<file path="src/design/ccp_pkg.sv">
// Constants of the compare and PWM unit
package ccp_pkg;
    // Register byte offsets on the AXI4-Lite slave
    localparam logic [7:0] OFF_UNIT_CONTROL = 8'h00;
    localparam logic [7:0] OFF_COMPARE_LOW = 8'h04;
    localparam logic [7:0] OFF_COMPARE_HIGH = 8'h08;
    localparam logic [7:0] OFF_PWM_PERIOD = 8'h0C;
    localparam logic [7:0] OFF_PERIOD_CONTROL = 8'h10;
    localparam logic [7:0] OFF_PERIOD_COUNT = 8'h14;
    localparam logic [7:0] OFF_ALT_PIN_SELECT = 8'h18;
    localparam logic [7:0] OFF_STATUS = 8'h1C;

    // Values after reset
    localparam logic [7:0] RST_BYTE = 8'h00;
    localparam logic [7:0] RST_PERIOD = 8'hFF;
    localparam logic [5:0] RST_PRESC = 6'h00;
    localparam logic [9:0] RST_DUTY = 10'h000;

    // Fields of unit_control
    localparam int MODE_LSB = 0;
    localparam int DUTY_LOW_LSB = 4;
    localparam int OUT_CFG_LSB = 6;

    // Codes of mode_field
    localparam logic [3:0] MODE_OFF = 4'h0;
    localparam logic [3:0] MODE_TOGGLE = 4'h2;
    localparam logic [3:0] MODE_SET_ON_MATCH = 4'h8;
    localparam logic [3:0] MODE_CLEAR_ON_MATCH = 4'h9;
    localparam logic [3:0] MODE_SOFT_INT = 4'hA;
    localparam logic [3:0] MODE_SPECIAL_EVENT = 4'hB;
    localparam logic [1:0] MODE_PWM_TOP = 2'h3;

    // Fields of period_timer_control
    localparam int PT_ON_BIT = 2;
    localparam int PT_PRESC_LSB = 0;
    localparam logic [1:0] PRESC_DIV1 = 2'h0;
    localparam logic [1:0] PRESC_DIV4 = 2'h1;

    // Prescaler wrap values: four system clocks per count, times the prescale
    localparam logic [5:0] PRESC_TOP_DIV1 = 6'h03;
    localparam logic [5:0] PRESC_TOP_DIV4 = 6'h0F;
    localparam logic [5:0] PRESC_TOP_DIV16 = 6'h3F;

    // Status bit positions
    localparam int STAT_FLAG_BIT = 0;

    // AXI responses
    localparam logic [1:0] RESP_OKAY = 2'h0;
    localparam logic [1:0] RESP_SLVERR = 2'h2;
endpackage : ccp_pkg

</file>
<file path="src/design/ccp_compare_pwm.sv">
// Compare and standard PWM output unit with an AXI4-Lite register slave
// Summary of operation
// - Zero control write forces compare latch low
// - Mode 1010 only flags, pin untouched
// - Mode 1011 resets timer, starts enabled ADC
// - Special event mode leaves pin alone
// - Trigger raised on the match itself
// - Timer clear at following timer tick
// - Compare pair acts as timer period
// - Match reset never sets overflow flag
// - Match removed before tick skips clear
// - No compare activity during sleep
// - Alternate pin select routes pin function
// - PWM up to 10 bits on pin
// - Period, duty set by named registers only
// - Zero control write in PWM releases pin
// - Compare pair checked against timer continuously
// - Match acts on pin, sets unit flag
// - Period match clears timer, sets pin unless duty is zero, latches duty
// - Pin cleared when time base equals duty
module ccp_compare_pwm #(
    parameter int ADDR_W = 8,
    parameter int PIN_COUNT = 2
) (
    input wire logic aclk,
    input wire logic aresetn,
    input wire logic [ADDR_W-1:0] s_axi_awaddr,
    input wire logic s_axi_awvalid,
    output logic s_axi_awready,
    input wire logic [31:0] s_axi_wdata,
    input wire logic [3:0] s_axi_wstrb,
    input wire logic s_axi_wvalid,
    output logic s_axi_wready,
    output logic [1:0] s_axi_bresp,
    output logic s_axi_bvalid,
    input wire logic s_axi_bready,
    input wire logic [ADDR_W-1:0] s_axi_araddr,
    input wire logic s_axi_arvalid,
    output logic s_axi_arready,
    output logic [31:0] s_axi_rdata,
    output logic [1:0] s_axi_rresp,
    output logic s_axi_rvalid,
    input wire logic s_axi_rready,
    input wire logic [15:0] timer_count,
    input wire logic timer_tick,
    input wire logic adc_enable,
    input wire logic sleep_mode,
    output logic [PIN_COUNT-1:0] unit_output_pin_o,
    output logic [PIN_COUNT-1:0] unit_output_pin_oe,
    output logic special_trigger_q,
    output logic adc_start_q,
    output logic timer_clear_q,
    output logic unit_interrupt_flag_q
);
    // Word address hit, low two bits ignored
    function automatic logic reg_hit(input logic [ADDR_W-1:0] addr, input logic [7:0] off);
        reg_hit = (addr[7:2] == off[7:2]);
    endfunction : reg_hit

    logic [ADDR_W-1:0] aw_addr_q;
    logic aw_hold_q, w_lane0_q, w_hold_q, alternate_pin_select_q, cmp_latch_q, pwm_q, match_q, pend_q, rolled_q;
    logic [7:0] w_data_q, unit_control_q, compare_value_low_q, compare_value_high_q, pwm_period_register_q;
    logic [7:0] period_timer_control_q, period_timer_count_q;
    logic [5:0] presc_q, presc_top;
    logic [1:0] duty_latch_q, frac;
    logic wr_go, wr_mapped, pwm_mode, cmp_mode, pin_driven, match_now, match_rise, pt_inc, rollover;
    logic [3:0] mode_field;

    // Write strobe for one register, byte lane 0 only
    function automatic logic wr_to(input logic [7:0] off);
        wr_to = wr_go && w_lane0_q && reg_hit(aw_addr_q, off);
    endfunction : wr_to

    // A write happens once both halves are held
    always_comb begin
        wr_go = aw_hold_q && w_hold_q && !s_axi_bvalid;
        wr_mapped = (aw_addr_q[ADDR_W-1:5] == '0);
    end

    // Write address and data taken in either order
    always_ff @(posedge aclk) begin
        if (!aresetn) begin
            aw_hold_q <= 1'b0;
            aw_addr_q <= '0;
            s_axi_awready <= 1'b0;
            w_hold_q <= 1'b0;
            w_data_q <= ccp_pkg::RST_BYTE;
            w_lane0_q <= 1'b0;
            s_axi_wready <= 1'b0;
        end else begin
            if (s_axi_awvalid && s_axi_awready) begin
                aw_hold_q <= 1'b1;
                aw_addr_q <= s_axi_awaddr;
                s_axi_awready <= 1'b0;
            end else if (!aw_hold_q) begin
                s_axi_awready <= 1'b1;
            end else if (s_axi_bvalid && s_axi_bready) begin
                aw_hold_q <= 1'b0;
            end
            if (s_axi_wvalid && s_axi_wready) begin
                w_hold_q <= 1'b1;
                w_data_q <= s_axi_wdata[7:0];
                w_lane0_q <= s_axi_wstrb[0];
                s_axi_wready <= 1'b0;
            end else if (!w_hold_q) begin
                s_axi_wready <= 1'b1;
            end else if (s_axi_bvalid && s_axi_bready) begin
                w_hold_q <= 1'b0;
            end
        end
    end

    // Write response; unmapped space answers SLVERR
    always_ff @(posedge aclk) begin
        if (!aresetn) begin
            s_axi_bvalid <= 1'b0;
            s_axi_bresp <= ccp_pkg::RESP_OKAY;
        end else if (wr_go) begin
            s_axi_bvalid <= 1'b1;
            s_axi_bresp <= wr_mapped ? ccp_pkg::RESP_OKAY : ccp_pkg::RESP_SLVERR;
        end else if (s_axi_bready) begin
            s_axi_bvalid <= 1'b0;
        end
    end

    // Read channel, answer one cycle after the address is taken
    always_ff @(posedge aclk) begin
        if (!aresetn) begin
            s_axi_arready <= 1'b0;
            s_axi_rvalid <= 1'b0;
            s_axi_rdata <= 32'h0000_0000;
            s_axi_rresp <= ccp_pkg::RESP_OKAY;
        end else if (s_axi_arvalid && s_axi_arready) begin
            s_axi_arready <= 1'b0;
            s_axi_rvalid <= 1'b1;
            s_axi_rresp <= (s_axi_araddr[ADDR_W-1:5] == '0) ? ccp_pkg::RESP_OKAY : ccp_pkg::RESP_SLVERR;
            s_axi_rdata <= 32'h0000_0000;
            if (s_axi_araddr[ADDR_W-1:5] == '0) begin
                unique case (s_axi_araddr[4:2])
                    ccp_pkg::OFF_UNIT_CONTROL[4:2]: s_axi_rdata[7:0] <= unit_control_q;
                    ccp_pkg::OFF_COMPARE_LOW[4:2]: s_axi_rdata[7:0] <= compare_value_low_q;
                    ccp_pkg::OFF_COMPARE_HIGH[4:2]: s_axi_rdata[7:0] <= compare_value_high_q;
                    ccp_pkg::OFF_PWM_PERIOD[4:2]: s_axi_rdata[7:0] <= pwm_period_register_q;
                    ccp_pkg::OFF_PERIOD_CONTROL[4:2]: s_axi_rdata[7:0] <= period_timer_control_q;
                    ccp_pkg::OFF_PERIOD_COUNT[4:2]: s_axi_rdata[7:0] <= period_timer_count_q;
                    ccp_pkg::OFF_ALT_PIN_SELECT[4:2]: s_axi_rdata[0] <= alternate_pin_select_q;
                    ccp_pkg::OFF_STATUS[4:2]: s_axi_rdata[ccp_pkg::STAT_FLAG_BIT] <= unit_interrupt_flag_q;
                endcase
            end
        end else if (!s_axi_rvalid) begin
            s_axi_arready <= 1'b1;
        end else if (s_axi_rready) begin
            s_axi_rvalid <= 1'b0;
        end
    end

    // Mode decode
    always_comb begin
        mode_field = unit_control_q[ccp_pkg::MODE_LSB +: 4];
        pwm_mode = (mode_field[3:2] == ccp_pkg::MODE_PWM_TOP);
        cmp_mode = mode_field inside {ccp_pkg::MODE_TOGGLE, ccp_pkg::MODE_SET_ON_MATCH,
            ccp_pkg::MODE_CLEAR_ON_MATCH, ccp_pkg::MODE_SOFT_INT, ccp_pkg::MODE_SPECIAL_EVENT};
        // Soft interrupt and special event modes never own the pin
        pin_driven = pwm_mode || (mode_field inside {ccp_pkg::MODE_TOGGLE,
            ccp_pkg::MODE_SET_ON_MATCH, ccp_pkg::MODE_CLEAR_ON_MATCH});
        // Timer from an external clock must be synchronised upstream
        match_now = cmp_mode && !sleep_mode
            && (timer_count == {compare_value_high_q, compare_value_low_q});
        match_rise = match_now && !match_q;
    end

    // Plain control registers; with the period count and high compare byte these shape the PWM
    always_ff @(posedge aclk) begin
        if (!aresetn) begin
            unit_control_q <= ccp_pkg::RST_BYTE;
            compare_value_low_q <= ccp_pkg::RST_BYTE;
            pwm_period_register_q <= ccp_pkg::RST_PERIOD;
            period_timer_control_q <= ccp_pkg::RST_BYTE;
            alternate_pin_select_q <= 1'b0;
        end else begin
            if (wr_to(ccp_pkg::OFF_UNIT_CONTROL)) begin
                unit_control_q <= w_data_q;
            end
            if (wr_to(ccp_pkg::OFF_COMPARE_LOW)) begin
                compare_value_low_q <= w_data_q;
            end
            if (wr_to(ccp_pkg::OFF_PWM_PERIOD)) begin
                pwm_period_register_q <= w_data_q;
            end
            if (wr_to(ccp_pkg::OFF_PERIOD_CONTROL)) begin
                period_timer_control_q <= {5'h00, w_data_q[2:0]};
            end
            if (wr_to(ccp_pkg::OFF_ALT_PIN_SELECT)) begin
                alternate_pin_select_q <= w_data_q[0];
            end
        end
    end

    // Period timer prescaler and the two time base fraction bits
    always_comb begin
        unique case (period_timer_control_q[ccp_pkg::PT_PRESC_LSB +: 2])
            ccp_pkg::PRESC_DIV1: begin
                presc_top = ccp_pkg::PRESC_TOP_DIV1;
                frac = presc_q[1:0];
            end
            ccp_pkg::PRESC_DIV4: begin
                presc_top = ccp_pkg::PRESC_TOP_DIV4;
                frac = presc_q[3:2];
            end
            default: begin
                presc_top = ccp_pkg::PRESC_TOP_DIV16;
                frac = presc_q[5:4];
            end
        endcase
        pt_inc = period_timer_control_q[ccp_pkg::PT_ON_BIT] && !sleep_mode && (presc_q >= presc_top);
        rollover = pt_inc && (period_timer_count_q == pwm_period_register_q);
    end

    // Prescaler and 8-bit period timer; frozen in sleep
    always_ff @(posedge aclk) begin
        if (!aresetn) begin
            presc_q <= ccp_pkg::RST_PRESC;
            period_timer_count_q <= ccp_pkg::RST_BYTE;
        end else if (wr_to(ccp_pkg::OFF_PERIOD_COUNT)) begin
            presc_q <= ccp_pkg::RST_PRESC;
            period_timer_count_q <= w_data_q;
        end else if (period_timer_control_q[ccp_pkg::PT_ON_BIT] && !sleep_mode) begin
            presc_q <= pt_inc ? ccp_pkg::RST_PRESC : presc_q + 6'h01;
            if (rollover) begin
                period_timer_count_q <= ccp_pkg::RST_BYTE;
            end else if (pt_inc) begin
                period_timer_count_q <= period_timer_count_q + 8'h01;
            end
        end
    end

    // High compare byte doubles as the buffered duty, read-only in PWM
    always_ff @(posedge aclk) begin
        if (!aresetn) begin
            compare_value_high_q <= ccp_pkg::RST_BYTE;
            duty_latch_q <= 2'h0;
        end else if (pwm_mode) begin
            if (rollover) begin
                compare_value_high_q <= compare_value_low_q;
                duty_latch_q <= unit_control_q[ccp_pkg::DUTY_LOW_LSB +: 2];
            end
        end else if (wr_to(ccp_pkg::OFF_COMPARE_HIGH)) begin
            compare_value_high_q <= w_data_q;
        end
    end

    // PWM level; set one clock after rollover so the high time equals the duty
    always_ff @(posedge aclk) begin
        if (!aresetn) begin
            rolled_q <= 1'b0;
            pwm_q <= 1'b0;
        end else begin
            rolled_q <= rollover;
            if (!pwm_mode) begin
                pwm_q <= 1'b0;
            end else if (rolled_q) begin
                pwm_q <= ({compare_value_high_q, duty_latch_q} != ccp_pkg::RST_DUTY);
            end else if ({period_timer_count_q, frac} == {compare_value_high_q, duty_latch_q}) begin
                pwm_q <= 1'b0;
            end
        end
    end

    // Compare latch; a control write wins over a match in the same cycle
    always_ff @(posedge aclk) begin
        if (!aresetn) begin
            cmp_latch_q <= 1'b0;
        end else if (wr_to(ccp_pkg::OFF_UNIT_CONTROL)) begin
            if (w_data_q == ccp_pkg::RST_BYTE) begin
                cmp_latch_q <= 1'b0;
            end else if (w_data_q[3:0] == ccp_pkg::MODE_SET_ON_MATCH) begin
                cmp_latch_q <= 1'b0;
            end else if (w_data_q[3:0] == ccp_pkg::MODE_CLEAR_ON_MATCH) begin
                cmp_latch_q <= 1'b1;
            end
        end else if (match_rise) begin
            if (mode_field == ccp_pkg::MODE_TOGGLE) begin
                cmp_latch_q <= !cmp_latch_q;
            end else if (mode_field == ccp_pkg::MODE_SET_ON_MATCH) begin
                cmp_latch_q <= 1'b1;
            end else if (mode_field == ccp_pkg::MODE_CLEAR_ON_MATCH) begin
                cmp_latch_q <= 1'b0;
            end
        end
    end

    // Unit flag; a new match beats a clearing write
    always_ff @(posedge aclk) begin
        if (!aresetn) begin
            match_q <= 1'b0;
            unit_interrupt_flag_q <= 1'b0;
        end else begin
            match_q <= match_now;
            if (match_rise) begin
                unit_interrupt_flag_q <= 1'b1;
            end else if (wr_to(ccp_pkg::OFF_STATUS) && w_data_q[ccp_pkg::STAT_FLAG_BIT]) begin
                unit_interrupt_flag_q <= 1'b0;
            end
        end
    end

    // Special event: trigger and ADC start pulse, then timer clear pending
    always_ff @(posedge aclk) begin
        if (!aresetn) begin
            special_trigger_q <= 1'b0;
            adc_start_q <= 1'b0;
        end else begin
            special_trigger_q <= match_rise && (mode_field == ccp_pkg::MODE_SPECIAL_EVENT);
            adc_start_q <= match_rise && (mode_field == ccp_pkg::MODE_SPECIAL_EVENT) && adc_enable;
        end
    end

    // Tick in the match cycle itself is ignored; clear waits for the next one
    always_ff @(posedge aclk) begin
        if (!aresetn) begin
            pend_q <= 1'b0;
            timer_clear_q <= 1'b0;
        end else begin
            timer_clear_q <= 1'b0;
            if (mode_field != ccp_pkg::MODE_SPECIAL_EVENT) begin
                pend_q <= 1'b0;
            end else if (match_rise) begin
                pend_q <= 1'b1;
            end else if (pend_q && timer_tick && !sleep_mode) begin
                pend_q <= 1'b0;
                // Separate from overflow, so the timer flag stays untouched
                timer_clear_q <= match_now;
            end
        end
    end

    // Pin routing; direction bit outside gates the real driver
    always_ff @(posedge aclk) begin
        unit_output_pin_o <= '0;
        unit_output_pin_oe <= '0;
        if (aresetn) begin
            unit_output_pin_o[alternate_pin_select_q] <= pwm_mode ? pwm_q : (pin_driven && cmp_latch_q);
            unit_output_pin_oe[alternate_pin_select_q] <= pin_driven;
        end
    end
endmodule : ccp_compare_pwm

</file>
<file path="config.mk">
export PLATFORM = sky130hd
export DESIGN_NAME = ccp_compare_pwm
export DESIGN_NICKNAME = d
export VERILOG_FILES = /design/src/design/ccp_pkg.sv /design/src/design/ccp_compare_pwm.sv
export SDC_FILE = /design/constraint.sdc
export NUM_CORES = 1
export LEC_CHECK = 0
export BUFFER_PORTS_ARGS = -buffer_cell sky130_fd_sc_hd__buf_2
export CAP_MARGIN = 10
export CELL_PAD_IN_SITES_DETAIL_PLACEMENT = 1
export CELL_PAD_IN_SITES_GLOBAL_PLACEMENT = 2
export CORE_MARGIN = 2
export CORE_UTILIZATION = 31
export CTS_CLUSTER_SIZE = 30
export DETAILED_ROUTE_END_ITERATION = 10
export MAX_ROUTING_LAYER = met4
export PLACE_DENSITY = 0.76
export SYNTH_ARGS = -nofsm -noshare
export SYNTH_HDL_FRONTEND = slang
export SYNTH_SLANG_ARGS = --single-unit
</file>
<file path="constraint.sdc">
create_clock -name aclk -period 2.8 [get_ports aclk]
set_clock_uncertainty 0.15 [all_clocks]
set_input_delay 0.28 -clock aclk [delete_from_list [all_inputs] [get_ports aclk]]
set_output_delay 0.28 -clock aclk [all_outputs]
set_load 0.05 [all_outputs]
</file>
==> results.md, run 1 <==
* Leak at 2.25 nW
* Worst-skew pair later-pin latency at around 0.36 ns
* Tot GR Track Use at between 10% and 20%
* Max Used Layer: met4
* Compound-Gate Fraction of Synth Area at roughly 15%
* Syn Area/Cell at 8.66 µm²
* DRC errors left at 0
* Routed wire length at approximately 16000 µm
* Largest net degree at the start of global routing at between 40 and 50
* Synth area leader: dfxtp_1
* Final period utilization at between 80 and 90%
* Max cap viols at 0
* Switching fraction of total power at between 20% and 30%
* Int Pwr at 2.15 mW
* Reg-to-reg endpoint: period_timer_count_q[6]$_SDFFE_PN0P_
* RSZ-0062 raised after global routing: no
* Core Region at approximately 16000 µm²
* Launch point of the worst reg-to-reg path: period_timer_control_q[1]$_SDFFE_PN0P_
* Post-CTS setup buffer count at 0
* Minimum clock period at about 2.5 ns
* Post-DP HPWL at 12200 µm
* Post-synth EDFFs at 0
* Clock power share at a little over two fifths
* Post-route ant nets at 0
* First-pass GRT wire length at about 26000 µm
* DRT Pass-1 Iters at 4
* Unique cell type count in the Yosys netlist at 63
* Starting DRT DRC Count at 233
* Number of global-route vias before repair at 4678
* Die area at ~18000 µm²
* Ys flop type: dfxtp_1
* Hold path start: s_axi_wdata[5]
* Net Sw Power at between 800 and 900 µW
* Worst vdd ir at approximately 0.00028 V
* Routed met1 length at about 7300 µm
* R2R setup slack at around 0.34 ns
* Most common cell in the synthesized netlist: dfxtp_1
* Via count at 4531
* Synth Area in XOR/XNOR at 6.46%
* CTS Buf Count at 9
* Synth Area in Simple Gates at 21.2%
* Reg2reg path depth at 7
* Post-Synth Adder-Cell Area at less than 1%
* Status: finished, final reports clean
* Fin. Hold Viols at 0
* Top post-synthesis cells by area: dfxtp_1 (38%), mux2i_1 (7.0%), a21oi_1 (4.8%)
* Std-Cell Rows at 47
* Area after DPL at between 5000 and 6000 µm²
* Max Fclk at about 410 MHz
* Initial Utilization at 31.4%
* Die Y at about 130 µm
* PortBufs at between 60 and 70
* HP Class: input pin to register
* Clock transition at path regs at about 0.07 ns
* CTS root buf: clkbuf_16
* Met3 wire length at approximately 800 µm
* Hold path cells at 3
* Sequential Power Share at a little under half
* Hold Path End: w_data_q[5]$_SDFFE_PN0P_
* Final Wtd Congestion at 0.844
* Worst slew margin at between 50% and 60%
* P per Cell Area at a little under 500 nW/µm²
* Slew Limit Fails at 0
* Finished Cell Area at 6000 µm²
* WP data required at approximately 2.9 ns
* Seq/Total Area, Yosys at between 30% and 40%
* Grt total ovfl at 0
* Synth Cell Area at 5150 µm²
* Wirelength per Cell at around 18 µm
* Mux contribution to synthesized area at 10.9%
* Die X at ~130 µm
* Synth Instances at 595
* Largest family of logic cells by synthesized area: simple AND/OR/NAND/NOR gates
* Area added between synthesis and finish at 16.5%
* Drt via density at approximately 5.1
* Actual slew at the worst max-slew pin at slightly below 0.7 ns
* Share of the synthesized area in the top cell type at between 30 and 40%
* Asr flop ratio synth at 0%
* Setup total negative slack at 0 ns
* Comb pwr share at around a tenth
* Met2 routed WL at 7860 µm
* Top post-synthesis cells by count: dfxtp_1 (97), nand2_1 (56), a21oi_1 (49), nor2_1 (49), mux2i_1 (36)
* Worst setup SP type: register
* Hold slack at 0.0102 ns
* Final core area utilization at a little over a third
* Clock Sinks at 97
* Synth Register Bits at 97
* Final setup viols at 0
* Critical path class: register to register
* CTS tree: built
* Htree depth at 3
* Clock Tree Buf Depth at 2
* CP Data Arrival Time at approximately 2.6 ns
* Initial antenna violation count at 1
* I/O pins at roughly 130
* Nets at between 700 and 800
* Post-cts resize count at 0
* Layout cell share with drive strength beyond 1 at 20.2%
* Worst-path maximum fanout at 7
* Critical Path Sink Type: register
* Ys Warns at 0
## metal layers
metal  GRT usage [%]  up-vias
met1            23.8     2213
met2            31.3      101
met3            3.56       11
met5               -        -
li1                -     2206
met4            7.35        0
## area by class of cell
| cell class | instances | area [µm²] |
|---|---|---|
| diodes | 1 | 2.50 |
| multi-input cells | 453 | 2920 |
| fillers | 1958 | 10400 |
| clock buffers | 11 | 253 |
| repair buffers | 90 | 518 |
| well taps | 220 | 275 |
| flip-flops and latches | 97 | 1940 |
| clock inverters | 5 | 45.0 |
| inverters | 12 | 45.0 |
## cell families after synthesis
family,after synthesis
AND/OR/NAND/NOR,212
AO/OA/AOI/OAI,123
flip-flops,97
buffers and inverters,70
multiplexers,50
XOR/XNOR,38
adder cells (fa/ha/maj),4
other,1
## cell usage in the layout, fill, tap and decap left out, types with 4 or more instances in the layout
| cell | Yosys | routed |
|---|---|---|
| nand2b_1 | 10 | 10 |
| o21a_1 | 4 | 4 |
| clkbuf_16 | 0 | 9 |
| xnor2_1 | 24 | 24 |
| o221a_2 | 7 | 7 |
| mux2_2 | 10 | 10 |
| mux2i_1 | 36 | 36 |
| conb_1 | 1 | 26 |
| nor3_1 | 13 | 13 |
| buf_2 | 6 | 69 |
| nand3_1 | 22 | 22 |
| buf_4 | 26 | 19 |
| nand4b_1 | 4 | 4 |
| nor2b_1 | 11 | 11 |
| nor4_1 | 5 | 5 |
| nand4_1 | 14 | 14 |
| nand2_1 | 56 | 56 |
| mux4_2 | 4 | 4 |
| a21oi_1 | 49 | 49 |
| ha_1 | 4 | 4 |
| or4_1 | 4 | 4 |
| xor2_1 | 14 | 14 |
| o21ai_0 | 27 | 27 |
| dfxtp_1 | 97 | 97 |
| nor2_1 | 49 | 49 |
| and3_1 | 4 | 4 |
| a31oi_1 | 9 | 9 |
| inv_1 | 12 | 12 |
## through the flow
| stage | setup WS, ns | instances | power (mW) |
|---|---|---|---|
| after floorplan | 0.501 | 620 | 1.69 |
| after global placement | 0.481 | 871 | 1.74 |
| after detailed placement | 0.393 | 871 | 1.75 |
| after CTS | 0.350 | 888 | 3.00 |
| after global routing | 0.186 | 889 | 3.09 |
| final | 0.343 | 889 | 2.96 |
## worst max-delay path by stage
stage	to	slack, ns	depth (start not counted)	start
finish	period_timer_count_q[6]$_SDFFE_PN0P_	0.34	7	period_timer_control_q[1]$_SDFFE_PN0P_
global route	presc_q[5]$_SDFFE_PP0P_	0.19	7	presc_q[4]$_SDFFE_PP0P_
CTS	period_timer_count_q[6]$_SDFFE_PN0P_	0.35	7	period_timer_control_q[1]$_SDFFE_PN0P_
detailed placement	period_timer_count_q[6]$_SDFFE_PN0P_	0.39	7	period_timer_control_q[1]$_SDFFE_PN0P_
global placement	period_timer_count_q[6]$_SDFFE_PN0P_	0.48	7	period_timer_control_q[1]$_SDFFE_PN0P_
floorplan	period_timer_count_q[6]$_SDFFE_PN0P_	0.50	8	period_timer_control_q[1]$_SDFFE_PN0P_
## worst max-delay path, stage by stage, from the launching register on
cell	delay, ns
dfxtp_1	0.33
inv_1	0.06
ha_1	0.28
or3b_1	0.37
o21ai_1	0.19
o21ai_1	0.27
or4_1	0.56
a31oi_1	0.17
## flip-flops by register name, summed over array words and instances (netlist names), 2 cells and up
name	flops
unit_output_pin_o	2
aw_addr_q	6
unit_output_pin_oe	2
duty_latch_q	2
s_axi_rdata	8
presc_q	6
unit_control_q	8
pwm_period_register_q	8
compare_value_low_q	8
compare_value_high_q	8
w_data_q	8
period_timer_count_q	8
period_timer_control_q	3
## repair_timing
action,CTS,global route
endpoints found under the hold margin,1,0
hold buffers,1,0
setup endpoints to repair,0,0
## power groups by stage
stage                     Sequential, mW  Combinational [mW]  Clock (mW)
after floorplan                     1.47               0.220           0
after global placement              1.45               0.293           0
after detailed placement            1.45               0.301           0
after CTS                           1.42               0.303        1.28
after global routing                1.42               0.326        1.34
final                               1.42               0.302        1.24
(Power assumes the default switching activity.)
==> inputs of run 2 (changes only) <==
- BUFFER_PORTS_ARGS: -buffer_cell sky130_fd_sc_hd__buf_2 -> -buffer_cell sky130_fd_sc_hd__buf_4
- clock period: 2.8 -> 2.65 ns (I/O delays scaled with it)
==> results.md, run 2 (synthesis results as in run 1) <==
* WP data required at 2.79 ns (-0.14 ns)
* DRC errors left at 0 (unchanged)
* Initial antenna violation count at 0 (-1)
* Max cap viols at 0 (unchanged)
* Std-Cell Rows at 47 (unchanged)
* Drt via density at 5.08 (-0.24%)
* Routed wire length at 16400 µm (+2.1%)
* Post-DP HPWL at 12400 µm (+1.5%)
* Fillers at 1927 (-1.6%)
* Sequence of cells on the critical path: inv_1 > ha_1 > or3b_1 > o21ai_1 > o21ai_2 > or4_1 > a31oi_1
* Worst-skew pair later-pin latency at 0.36 ns (about the same)
* Launch point of the worst reg-to-reg path: period_timer_control_q[1]$_SDFFE_PN0P_
* Minimum clock period at 2.36 ns (-0.101 ns)
* CTS tree: built
* HP Class: input pin to register
* Final core area utilization at 38.0% (+1.4 points)
* RSZ-0062 raised after global routing: no
* DRT Pass-1 Iters at 5 (+1)
* Leak at 2.32 nW (+3.4%)
* Final Wtd Congestion at 0.839 (-0.58%)
* Actual slew at the worst max-slew pin at 0.736 ns (+0.0565 ns)
* CTS Buf Count at 9 (unchanged)
* Htree depth at 3 (unchanged)
* Max Fclk at 424 MHz (+4.3%)
* Via count at 4566 (+0.77%)
* Worst setup SP type: register
* CP Data Arrival Time at 2.50 ns (-0.09 ns)
* Area added between synthesis and finish at 21.0%
* Hold Path End: w_data_q[6]$_SDFFE_PN0P_
* Final setup viols at 0 (unchanged)
* Post-route ant nets at 0 (unchanged)
* Max stage delay cell, worst path: or4_1
* Slew Limit Fails at 0 (unchanged)
* Critical path class: register to register
* Number of global-route vias before repair at 4743 (+1.4%)
* Clock Sinks at 97 (unchanged)
* Worst-path maximum fanout at 9 (+2)
* Die Y at 133 µm (unchanged)
* Worst slew margin at 50.9% (-3.8 points)
* Grt total ovfl at 0 (unchanged)
* Starting DRT DRC Count at 230 (-1.3%)
* Reg2reg path depth at 7 (unchanged)
* Die X at 133 µm (unchanged)
* P per Cell Area at 507 nW/µm² (+2.8%)
* Hold path start: s_axi_wdata[6]
* Wirelength per Cell at 18.3 µm (+1.1%)
* Status: finished, final reports clean
* Clock transition at path regs at 0.07 ns (about the same)
* Largest net degree at the start of global routing at 29 (-33%)
* CP peak stage delay at 0.51 ns (-0.05 ns)
* Die area at 17700 µm² (unchanged)
* I/O pins at 127 (unchanged)
* Nets at 754 (+1.2%)
* Crit. Startpoint: period_timer_control_q[1]$_SDFFE_PN0P_
* Worst vdd ir at 0.000309 V (+8.8%)
* Tot GR Track Use at 19.5% (+0.18 points)
* First-pass GRT wire length at 26000 µm (+1.4%)
* Fin. Hold Viols at 0 (unchanged)
* Most common cell after layout, fill and taps aside: dfxtp_1
* Initial Utilization at 31.4% (unchanged)
* Critical Path Sink Type: register
* Hold path cells at 3 (unchanged)
* Clock Tree Buf Depth at 2 (unchanged)
* PortBufs at 69 (unchanged)
* R2R setup slack at 0.29 ns (-0.05 ns)
* CTS root buf: clkbuf_16
* Final period utilization at 88.9% (+1.2 points)
* Reg-to-reg endpoint: period_timer_count_q[6]$_SDFFE_PN0P_
* Most frequent cells in the layout: dfxtp_1 (97), buf_4 (96), nand2_1 (56)
* Core Region at 16400 µm² (unchanged)
* Layout cell share with drive strength beyond 1 at 21.1% (+0.91 points)
* Setup total negative slack at 0 ns (unchanged)
## run 2: cell types whose count changed in the layout (fill, tap and decap cells not counted), moves of 2 or more
cell | before | now
buf_2 | 69 | 0
dlygate4sd3_1 | 1 | 3
buf_4 | 19 | 96
inv_6 | 2 | 4
## run 2: repair_timing
action                     CTS  global route
hold endpoints to repair     3             0
buffers inserted             0             1
hold buffers                 3             0
setup endpoints to repair    0             9
resized for setup            0             1
## run 2: area by class of cell
type                       instances  area [µm²]  share of cell area [%]
inverter                          12        45.0                   0.723
sequential                        97        1940                    31.2
antenna                            1        2.50                  0.0401
tap                              220         275                    4.42
clock inverter                     6        53.8                   0.863
multi-input combinational        453        2930                    46.9
clock buffer                      10         239                    3.83
timing repair buffer              99         751                    12.0
## run 2: metrics by stage
step           cell area, µm²  std cells  hold slack, ns  worst slack (ns)  total power, mW
2_1_floorplan            5250        620           0.235             0.351             1.78
3_3_place_gp             5900        877           0.276             0.235             1.87
3_5_place_dp             5900        877           0.282             0.163             1.88
4_1_cts                  6220        896        0.000310             0.138             3.19
5_1_grt                  6230        897          0.0253             0.135             3.28
6_report                 6230        898         0.00803             0.293             3.16
## run 2: layer usage
layer / vias to the layer above / global-route usage [%] / share of wire [%]
met5: - / - / 0
li1: 2222 / - / -
met3: 15 / 3.22 / 5.6
met2: 125 / 32.3 / 48
met4: 0 / 5.97 / 1.3
met1: 2204 / 24.3 / 45
## run 2: critical path: cells and delay by family, from the launching register on
kind	cells	cell delay (ns)
adders and majority gates	1	0.29
buffers and inverters	1	0.06
AOI/OAI and AO/OA	3	0.57
DFF	1	0.33
and+or+nand+nor	2	0.89
## run 2: how the worst max path moves through the flow
stage / slack (ns) / depth (start not counted) / end
floorplan: 0.35 / 8 / period_timer_count_q[6]$_SDFFE_PN0P_
finish: 0.29 / 7 / period_timer_count_q[6]$_SDFFE_PN0P_
global route: 0.14 / 7 / period_timer_count_q[6]$_SDFFE_PN0P_
global placement: 0.23 / 7 / period_timer_count_q[6]$_SDFFE_PN0P_
detailed placement: 0.16 / 7 / compare_value_high_q[7]$_SDFFE_PN0P_
CTS: 0.14 / 7 / compare_value_high_q[7]$_SDFFE_PN0P_
## run 2: power by group
| part | leakage [nW] | internal [mW] | switching, mW | total [mW] |
|---|---|---|---|---|
| Combinational | 1.40 | 0.114 | 0.230 | 0.345 |
| Sequential | 0.785 | 1.48 | 0.0255 | 1.50 |
| Clock | 0.142 | 0.683 | 0.632 | 1.32 |
==> inputs of run 3 (changes only) <==
- CORE_UTILIZATION: 31 -> 34
- PLACE_DENSITY: 0.76 -> 0.83
- clock period: 2.65 -> 2.9 ns (I/O delays scaled with it)
==> results.md, run 3 (synthesis results as in run 1) <==
* Worst slew margin at 40.3% (-11 points)
* Max Fclk at 385 MHz (-9.4%)
* Nets at 737 (-2.3%)
* Via count at 4594 (+0.61%)
* # placed instances at 828 (-5.6%)
* CTS root buf: clkbuf_16
* Minimum clock period at 2.60 ns (+0.244 ns)
* Critical Path Sink Type: register
* Final Wtd Congestion at 0.844 (+0.60%)
* Most common cell after layout, fill and taps aside: dfxtp_1
* Wirelength per Cell at 19.2 µm (+4.8%)
* Max cap viols at 0 (unchanged)
* Worst-path maximum fanout at 10 (+1)
* Clock power share at 42.2% (+0.6 points)
* Int Pwr at 2.13 mW (-6.6%)
* GRT met1 Usage at 25.6% (+1.4 points)
* Htree depth at 3 (unchanged)
* Die Y at 127 µm (-4.4%)
* Worst-skew pair later-pin latency at 0.35 ns (about the same)
* Post-cts resize count at 0 (unchanged)
* Critical path class: register to register
* P per Cell Area at 480 nW/µm² (-5.4%)
* Met2 Usage GRT at 35.0% (+2.7 points)
* I/O pins at 127 (unchanged)
* Finished Cell Area at 6050 µm² (-2.9%)
* Switching fraction of total power at 26.9% (-1.2 points)
* N_diodes at 0 (-1)
* Number of global-route vias before repair at 4638 (-2.2%)
* CTS Hold Bufs at 0 (-3)
* Initial Utilization at 35.2% (+3.8 points)
* Clock Sinks at 97 (unchanged)
* Post-route ant nets at 0 (unchanged)
* Layout cell share with drive strength beyond 1 at 19.4% (-1.7 points)
* Routed wire length at 16200 µm (-1.5%)
* Post-CTS setup buffer count at 0 (unchanged)
* PortBufs at 69 (unchanged)
* CP Data Arrival Time at 2.74 ns (+0.24 ns)
* Setup total negative slack at 0 ns (unchanged)
* Die X at 127 µm (-4.4%)
* DRT Pass-1 Iters at 5 (unchanged)
* Actual slew at the worst max-slew pin at 0.890 ns (+0.154 ns)
* Std-Cell Rows at 44 (-6.4%)
* Grt total ovfl at 0 (unchanged)
* First-pass GRT wire length at 25200 µm (-3.1%)
* Net Sw Power at 780 µW (-12%)
* Met3 global-route usage at 2.72% (-0.50 points)
* Status: finished, final reports clean
* Initial antenna violation count at 0 (unchanged)
* Post-DP HPWL at 11900 µm (-3.9%)
* Global routing's busiest layer: met2
* Drt via density at 5.44 (+7.1%)
* Final setup viols at 0 (unchanged)
* DRC errors left at 0 (unchanged)
* Leak at 2.25 nW (-3.3%)
* Starting DRT DRC Count at 320 (+39%)
* HP Class: input pin to register
* Fillers at 1733 (-10%)
* Finished Layout Cells at 844 (-6.0%)
* Sequential Power Share at 47.4% (about the same)
* Clock transition at path regs at 0.07 ns (about the same)
* Slew Limit Fails at 0 (unchanged)
* Most frequent cells in the layout: dfxtp_1 (97), buf_4 (82), nand2_1 (56)
* Tot GR Track Use at 20.6% (+1.2 points)
* Area after DPL at 5750 µm² (-2.4%)
* Clock Tree Buf Depth at 2 (unchanged)
* Hold slack at 0.0131 ns (+0.00509 ns)
* Area added between synthesis and finish at 17.5%
* WP data required at 3.04 ns (+0.25 ns)
* Final period utilization at 89.7% (+0.74 points)
* Fin. Hold Viols at 0 (unchanged)
* Worst setup SP type: register
* Largest net degree at the start of global routing at 30 (+3.4%)
* Comb pwr share at 10.4% (-0.5 points)
* CTS Buf Count at 9 (unchanged)
* Final core area utilization at 41.3% (+3.4 points)
* Die area at 16200 µm² (-8.6%)
* Worst vdd ir at 0.000377 V (+22%)
* RSZ-0062 raised after global routing: no
* CTS tree: built
* Core Region at 14600 µm² (-11%)
## run 3: cell count changes in the layout (fill, tap and decap cells not counted), sizes merged
cell / change
dlygate4sd3: -3
buf: -14
clkinv: +3
clkbuf: -1
inv: -2
diode: -1
clkinvlp: -1
bufinv: +1
## run 3: power groups by stage
stage / Clock (mW) / Sequential [mW] / Combinational (mW)
detailed placement: 0 / 1.41 / 0.301
global route: 1.30 / 1.38 / 0.324
CTS: 1.25 / 1.38 / 0.303
global placement: 0 / 1.41 / 0.294
finish: 1.22 / 1.38 / 0.302
floorplan: 0 / 1.42 / 0.212
## run 3: path summary, 6_finish.rpt
| path | from | end | slack [ns] | cells after the start |
|---|---|---|---|---|
| worst max-delay path | period_timer_control_q[1]$_SDFFE_PN0P_ | compare_value_high_q[4]$_SDFFE_PN0P_ | 0.30 | 7 |
| worst min-delay path | adc_enable | adc_start_q$_SDFF_PN0_ | 0.01 | 3 |
| worst max register to register | period_timer_control_q[1]$_SDFFE_PN0P_ | compare_value_high_q[4]$_SDFFE_PN0P_ | 0.30 | 7 |
| worst min register to register | pend_q$_SDFFE_PP0P_ | timer_clear_q$_SDFF_PP0_ | 0.30 | 2 |
## run 3: layer usage
| layer | part of all wire (%) | wire length (µm) | vias to the layer above |
|---|---|---|---|
| li1 | - | - | 2180 |
| met3 | 4.6 | 750 | 14 |
| met2 | 49 | 7960 | 132 |
| met4 | 1.5 | 235 | 0 |
| met1 | 45 | 7250 | 2268 |
| met5 | 0 | 0 | - |
## run 3: critical path, stage by stage, from the launching register on
cell and delay (ns):
dfxtp_1 0.33, inv_1 0.06, ha_1 0.29, or3b_1 0.38
o21ai_1 0.17, o21ai_1 0.33, o31ai_4 0.56, o221a_2 0.27
## run 3: cell type report
type / instances / area (µm²) / area share [%]
Timing Repair Buffer: 82 / 616 / 10.2
Clock inverter: 7 / 75.1 / 1.24
Clock buffer: 9 / 225 / 3.72
Sequential cell: 97 / 1940 / 32.1
Multi-Input combinational cell: 453 / 2920 / 48.3
Inverter: 12 / 45.0 / 0.744
Tap cell: 184 / 230 / 3.80
## run 3: per-stage QoR
stage / setup WS, ns / total power [mW]
2_1_floorplan: 0.601 / 1.63
3_3_place_gp: 0.424 / 1.70
3_5_place_dp: 0.372 / 1.71
4_1_cts: 0.327 / 2.93
5_1_grt: 0.203 / 3.01
6_report: 0.299 / 2.91
